**src/rtl/bnc_pkg.sv**
```systemverilog
package bnc_pkg;
  // ****************************************************
  // Register map
  // ****************************************************
  localparam logic [7:0] BNC_ADDR_EVENT_FLAGS = 8'h33;
  localparam logic [7:0] BNC_ADDR_MEM_CMD     = 8'h34;
  localparam logic [7:0] BNC_RESET_EVENT      = 8'h04;
  localparam logic [7:0] BNC_RESET_CMD        = 8'h00;

  // ****************************************************
  // Field positions
  // ****************************************************
  localparam int BNC_BIT_PRESS    = 0;
  localparam int BNC_BIT_RELEASE  = 1;
  localparam int BNC_BIT_LEVEL    = 2;
  localparam int BNC_BIT_SLEEPTO  = 3;
  localparam int BNC_BIT_OSC      = 4;
  localparam int BNC_BIT_PROGDONE = 5;
  localparam int BNC_BIT_VERDONE  = 6;
  localparam int BNC_BIT_VERERR   = 7;

  // ****************************************************
  // Command codes
  // ****************************************************
  localparam logic [3:0] BNC_CMD_OSC_RELEASE = 4'h6;
  localparam logic [3:0] BNC_CMD_VERIFY      = 4'h7;
  localparam logic [3:0] BNC_CMD_OSC_FORCE   = 4'h9;
  localparam logic [3:0] BNC_CMD_PROGRAM     = 4'hA;

  // ****************************************************
  // Timing
  // ****************************************************
  localparam int BNC_CLK_MHZ       = 100;
  localparam int BNC_FILTER_MS     = 64;
  localparam int BNC_FILTER_CYCLES = BNC_FILTER_MS * 1000 * BNC_CLK_MHZ;
endpackage : bnc_pkg

```
**src/rtl/bnc_button_nvm_regs.sv**
```systemverilog
`timescale 1ns/1ps
// Functional notes
// - Set sleep-exit-timeout flag on wake timeout.
// - Live filtered button level, reset one.
// - Latch release after filter; drives irq.
// - Latch press after filter; drives irq.
// - Set verify-done after verify; clear W1C.
// - Set program-done after program; clear W1C.
// - Verify-error shows result; clear W1C.
// - Code 9h forces oscillator, status set.
// - Codes 7h/Ah start verify/program when not busy.
// - Command field always reads zero.
module bnc_button_nvm_regs #(
  parameter int FILTER_CYCLES = bnc_pkg::BNC_FILTER_CYCLES
) (
  input  wire logic       i_clock,
  input  wire logic       i_reset_n,
  input  wire logic       i_button_n,
  input  wire logic       i_button_mode,
  input  wire logic       i_sleep_exit_timeout,
  input  wire logic       i_button_irq_mask,
  input  wire logic [7:0] i_reg_addr,
  input  wire logic [7:0] i_reg_wdata,
  input  wire logic       i_reg_write,
  input  wire logic       i_reg_read,
  input  wire logic       i_mem_busy,
  input  wire logic       i_verify_finished,
  input  wire logic       i_verify_failed,
  input  wire logic       i_program_finished,
  output logic      [7:0] o_reg_rdata,
  output logic            o_irq_out_n,
  output logic            o_verify_start,
  output logic            o_program_start,
  output logic            o_osc_force_on
);
  import bnc_pkg::*;

  // ****************************************************
  // Button filter
  // ****************************************************
  logic [31:0] filt_cnt_reg;
  logic        level_reg;
  logic        press_reg;
  logic        release_reg;
  logic        sleepto_reg;
  logic        press_evt;
  logic        release_evt;
  logic        wr_flags;
  logic        wr_cmd;
  logic        rd_any;
  logic [3:0]  cmd;

  // Shared by the write strobes and the read mux
  function automatic logic addr_hit(input logic [7:0] addr,
                                    input logic [7:0] target);
    return addr == target;
  endfunction : addr_hit

  assign wr_flags = i_reg_write && addr_hit(i_reg_addr, BNC_ADDR_EVENT_FLAGS);
  assign wr_cmd   = i_reg_write && addr_hit(i_reg_addr, BNC_ADDR_MEM_CMD);
  assign rd_any   = i_reg_read;
  assign cmd      = i_reg_wdata[3:0];

  // Filtered level only updates after the raw pin has held a new value
  // for the whole window, so bounces never reach the flags.
  assign press_evt   = i_button_mode && level_reg && !i_button_n
                       && (filt_cnt_reg == 32'(FILTER_CYCLES - 1));
  assign release_evt = i_button_mode && !level_reg && i_button_n
                       && (filt_cnt_reg == 32'(FILTER_CYCLES - 1));

  always_ff @(posedge i_clock or negedge i_reset_n) begin
    if (!i_reset_n) begin
      filt_cnt_reg <= 32'h0;
    end else if (!i_button_mode || (i_button_n == level_reg)) begin
      filt_cnt_reg <= 32'h0;
    end else if (press_evt || release_evt) begin
      filt_cnt_reg <= 32'h0;
    end else begin
      filt_cnt_reg <= filt_cnt_reg + 32'h1;
    end
  end

  always_ff @(posedge i_clock or negedge i_reset_n) begin
    if (!i_reset_n) begin
      level_reg <= BNC_RESET_EVENT[BNC_BIT_LEVEL];
    end else if (press_evt) begin
      level_reg <= 1'b0;
    end else if (release_evt) begin
      level_reg <= 1'b1;
    end
  end

  // ****************************************************
  // Sticky event flags, set wins over clear
  // ****************************************************
  always_ff @(posedge i_clock or negedge i_reset_n) begin
    if (!i_reset_n) begin
      press_reg   <= 1'b0;
      release_reg <= 1'b0;
      sleepto_reg <= 1'b0;
    end else begin
      press_reg   <= press_evt
                     || (press_reg
                         && !(wr_flags && i_reg_wdata[BNC_BIT_PRESS]));
      release_reg <= release_evt
                     || (release_reg
                         && !(wr_flags && i_reg_wdata[BNC_BIT_RELEASE]));
      sleepto_reg <= i_sleep_exit_timeout
                     || (sleepto_reg
                         && !(wr_flags && i_reg_wdata[BNC_BIT_SLEEPTO]));
    end
  end

  always_ff @(posedge i_clock or negedge i_reset_n) begin
    if (!i_reset_n) begin
      o_irq_out_n <= 1'b1;
    end else begin
      o_irq_out_n <= !(!i_button_irq_mask
                       && (press_reg || release_reg));
    end
  end

  // ****************************************************
  // Memory command register
  // ****************************************************
  logic verr_reg;
  logic vdone_reg;
  logic pdone_reg;

  always_ff @(posedge i_clock or negedge i_reset_n) begin
    if (!i_reset_n) begin
      o_verify_start  <= 1'b0;
      o_program_start <= 1'b0;
    end else begin
      // Verify and program commands while the array is busy are dropped, not queued.
      o_verify_start  <= wr_cmd && !i_mem_busy
                         && (cmd == BNC_CMD_VERIFY);
      o_program_start <= wr_cmd && !i_mem_busy
                         && (cmd == BNC_CMD_PROGRAM);
    end
  end

  always_ff @(posedge i_clock or negedge i_reset_n) begin
    if (!i_reset_n) begin
      o_osc_force_on <= 1'b0;
    end else if (wr_cmd && cmd == BNC_CMD_OSC_FORCE) begin
      o_osc_force_on <= 1'b1;
    end else if (wr_cmd && cmd == BNC_CMD_OSC_RELEASE) begin
      o_osc_force_on <= 1'b0;
    end
  end

  always_ff @(posedge i_clock or negedge i_reset_n) begin
    if (!i_reset_n) begin
      verr_reg  <= 1'b0;
      vdone_reg <= 1'b0;
      pdone_reg <= 1'b0;
    end else begin
      if (i_verify_finished) begin
        verr_reg <= i_verify_failed;
      end else if (wr_cmd && i_reg_wdata[BNC_BIT_VERERR]) begin
        verr_reg <= 1'b0;
      end
      vdone_reg <= i_verify_finished
                   || (vdone_reg
                       && !(wr_cmd && i_reg_wdata[BNC_BIT_VERDONE]));
      pdone_reg <= i_program_finished
                   || (pdone_reg
                       && !(wr_cmd && i_reg_wdata[BNC_BIT_PROGDONE]));
    end
  end

  // ****************************************************
  // Read data
  // ****************************************************
  always_ff @(posedge i_clock or negedge i_reset_n) begin
    if (!i_reset_n) begin
      o_reg_rdata <= 8'h00;
    end else if (rd_any && addr_hit(i_reg_addr, BNC_ADDR_EVENT_FLAGS)) begin
      o_reg_rdata <= {4'h0, sleepto_reg, level_reg, release_reg, press_reg};
    end else if (rd_any && addr_hit(i_reg_addr, BNC_ADDR_MEM_CMD)) begin
      o_reg_rdata <= {verr_reg, vdone_reg, pdone_reg, o_osc_force_on,
                      4'h0};
    end else if (rd_any) begin
      o_reg_rdata <= 8'h00;
    end
  end
endmodule : bnc_button_nvm_regs

```
**config.mk**
```make
export PLATFORM = sky130hd
export DESIGN_NAME = bnc_button_nvm_regs
export DESIGN_NICKNAME = d
export VERILOG_FILES = /design/src/rtl/bnc_pkg.sv /design/src/rtl/bnc_button_nvm_regs.sv
export SDC_FILE = /design/constraint.sdc
export NUM_CORES = 1
export LEC_CHECK = 0
export ABC_AREA = 1
export BUFFER_PORTS_ARGS = -buffer_cell sky130_fd_sc_hd__buf_4
export CORE_UTILIZATION = 30
export DETAILED_ROUTE_END_ITERATION = 10
export PLACE_DENSITY_LB_ADDON = 0.15
export SYNTH_ARGS = -nofsm -noshare
export SYNTH_HDL_FRONTEND = slang
export SYNTH_SLANG_ARGS = --single-unit
export TNS_END_PERCENT = 30
```
**constraint.sdc**
```tcl
create_clock -name i_clock -period 4.08 [get_ports i_clock]
set_input_delay 0.816 -clock i_clock [delete_from_list [all_inputs] [get_ports i_clock]]
set_output_delay 0.816 -clock i_clock [all_outputs]
set_load 0.01 [all_outputs]
```
==> impl_metrics.py <==
metrics = {
    "timing": {
        "setup-violations-final": 0,
        "fmax_ghz": 0.5677,
        "rsz0062_at_grt": "false",
        "fin_setup_tns_ns": 0,
        "tightest_slew_ns": 0.7796,
        "finalHoldViolations": 0,
        "slew_headroom_pct": 47.97,
        "period_needed_ns": 1.762,
        "finClkSkew_ns": 0.003933,
        "slew_viol_final": 0,
        "post-route-period-util_pct": 43.17,
    },
    "yosys": {
        "synthSimpleGateAreaFrac_pct": 41.95,
        "synthArstFlopShare_pct": 100.0,
        "yosys-top-cells-area": "dfrtp_1 41%, nand2_1 17%, nor2_1 11%",
        "synthAdderAreaFrac_pct": 0.4195,
        "syn_area_per_cell_um2": 6.937,
        "yosysSeqAreaShare_pct": 42.87,
        "synth.distinct_cells": 21,
        "ys_warn_count": 0,
        "synth_xor_area_share_pct": 3.523,
        "syn-cell-area_mm2": 0.002983,
        "synth_edf_count": 0,
        "yosys-mux-area-fraction_pct": 0,
        "synthCells": 430,
        "netlist.area_leader.share_pct": 41.11,
        "ys_seq_elements": 51,
        "synthTopCellsByCount": "133 x nand2_1, 88 x nor2_1, 55 x inv_1",
        "synth.net_count": 459,
        "synth_ff_type": "dfrtp_1",
        "yosysMostFrequentCell": "nand2_1",
        "synth_top_family_by_area": "simple AND/OR/NAND/NOR gates",
        "yosys.area.top_type": "dfrtp_1",
        "synth_compound_area_share_pct": 3.272,
    },
    "setup_path": {
        "crit_family": "flip-flops",
        "worst-r2r-setup-slack_ns": 2.34,
        "r2r_cells": 8,
        "end_kind": "output port",
        "crit_buf_inv": 1,
        "arrival_ns": 0.95,
        "max_stage_delay_ns": 0.53,
        "r2r-start": "filt_cnt_reg[0]",
        "cp-start-kind": "flop",
        "slowest_stage": "dfstp_2",
        "worstPathRequired_ns": 3.26,
        "crit_path_max_fanout": 1,
        "path_cells": "buf_4",
        "critical_path_depth": 1,
        "critPathKind": "flop to output port",
        "rr_endpoint": "filt_cnt_reg[13]",
    },
    "placement": {
        "io_buffers": 38,
        "routabilityCongestion": 0.8870,
        "placed_area_mm2": 0.003403,
        "hpwl_um": 5899,
    },
    "min_path": {
        "whs_endpoint": "o_irq_out_n",
        "holdCritStartpoint": "press_reg",
        "hp-class": "flop to flop",
        "holdPathStages": 1,
    },
    "global_route": {
        "first_global_vias": 2713,
        "grt_pass1_wl_um": 12870,
        "use_met1_pct": 21.36,
        "grtUsageMet3_pct": 3.037,
        "grt_max_degree": 52,
        "antenna_found_initial": 0,
        "grtUsageTotal_pct": 16.28,
        "top_usage_layer": "met2",
        "met2_usage_pct": 26.30,
        "gr-total-overflow": 0,
    },
    "clock_tree": {
        "ctsLongestPathBuffers": 2,
        "cts_buffers": 5,
        "numClockSinks": 51,
        "cts_max_level": 2,
        "post-cts-setup-buffer-count": 0,
        "tritoncts": "yes",
        "ctsHoldBuffers": 0,
        "clk_pin_slew_ns": 0.10,
        "worst_skew_pair.late_latency_ns": 0.31,
        "cts_resized": 0,
        "cts-root-buf": "clkbuf_8",
    },
    "power": {
        "max-vdd-ir-drop_v": 0.0001268,
        "powerDensity_mw_per_mm2": 266.6,
        "power.leakage_nw": 1.578,
    },
    "final_layout": {
        "layout-drive-gt1-share_pct": 15.68,
        "areaGrowthSynthToFinish_pct": 18.04,
        "fin_area_mm2": 0.003521,
        "finish.utilization_pct": 36.36,
        "antenna_cells": 0,
        "nets": 500,
        "largest_reg_flops": 32,
    },
    "routing": {
        "routedWlPerCell_um": 12.56,
        "vias": 2694,
        "dr.first_iter.drc_count": 134,
        "wl_um": 7598,
        "vias_per_cell": 4.453,
        "ant_nets": 0,
        "first_pass_iters": 4,
        "drc": 0,
    },
    "floorplanning": {
        "fp-row-count": 36,
        "die_w_um": 101.7,
        "start_util_pct": 30.80,
        "pin_count": 40,
        "die_area_mm2": 0.01035,
        "core_mm2": 0.009684,
        "dieHeight_um": 101.7,
    },
    "run_status": {
        "status": "finished, final reports clean",
    },
    "job": {
        "maxCapViolations": 0,
    },
}
==> worst max-delay path by stage <==
| stage | start | to |
|---|---|---|
| after global routing | filt_cnt_reg[0] | filt_cnt_reg[11] |
| after floorplan | i_reg_addr[7] | pdone_reg |
| after global placement | i_button_n | filt_cnt_reg[6] |
| after detailed placement | i_reg_addr[7] | pdone_reg |
| final | o_irq_out_n | o_irq_out_n |
| after CTS | o_irq_out_n | o_irq_out_n |
==> placed cells by master (no fill, tap or decap) <==
master	count
buf_4	38
bufinv_16	1
clkbuf_8	6
clkinv_2	1
dfrtp_1	49
dfstp_2	2
ha_1	1
inv_1	55
nand2_1	133
nand2_2	6
nand2_4	2
nand3_1	35
nand3b_1	1
nor2_1	88
nor2_2	11
nor2_4	7
nor3_1	5
nor4_1	1
o21ai_0	14
o21bai_1	2
o22ai_1	2
xnor2_1	2
xor2_1	10
==> routing by layer <==
layer	part of all wire, %	vias to the layer above
li1	-	1397
met1	47	1210
met2	44	70
met3	6.7	17
met4	2.9	0
met5	0	-
==> layout make-up <==
type | count | area [um2]
Fill cell | 1055 | 6163
Multi-Input combinational cell | 320 | 1466
Sequential cell | 51 | 1279
Timing Repair Buffer | 38 | 285.3
Inverter | 55 | 206.4
Tap cell | 133 | 166.4
Clock buffer | 6 | 82.58
Clock inverter | 2 | 35.03
==> power breakdown <==
group / total (mW) / switching [mW] / internal (mW)
Clock: 0.378 / 0.179 / 0.199
Combinational: 0.0513 / 0.0307 / 0.0206
Sequential: 0.509 / 0.00201 / 0.507
Total: 0.939 / 0.212 / 0.727
==> kinds of logic after synthesis <==
kind of cell,after synthesis
XOR/XNOR,12
AND/OR/NAND/NOR,289
adder cells (fa/ha/maj),1
flip-flops,51
buffers and inverters,59
AO/OA/AOI/OAI,18
==> stage by stage <==
step	total power [mW]	cells	hold WS, ns	setup slack, ns
after global placement	0.5717	597	0.4236	2.055
final	0.9386	605	0.4341	2.319
after detailed placement	0.5718	597	0.4261	2.036
after floorplan	0.5364	430	0.3996	2.384
after CTS	0.9554	605	0.4415	2.306
after global routing	0.9795	605	0.4645	2.203
No activity file was read; power rests on OpenSTA's default activity.
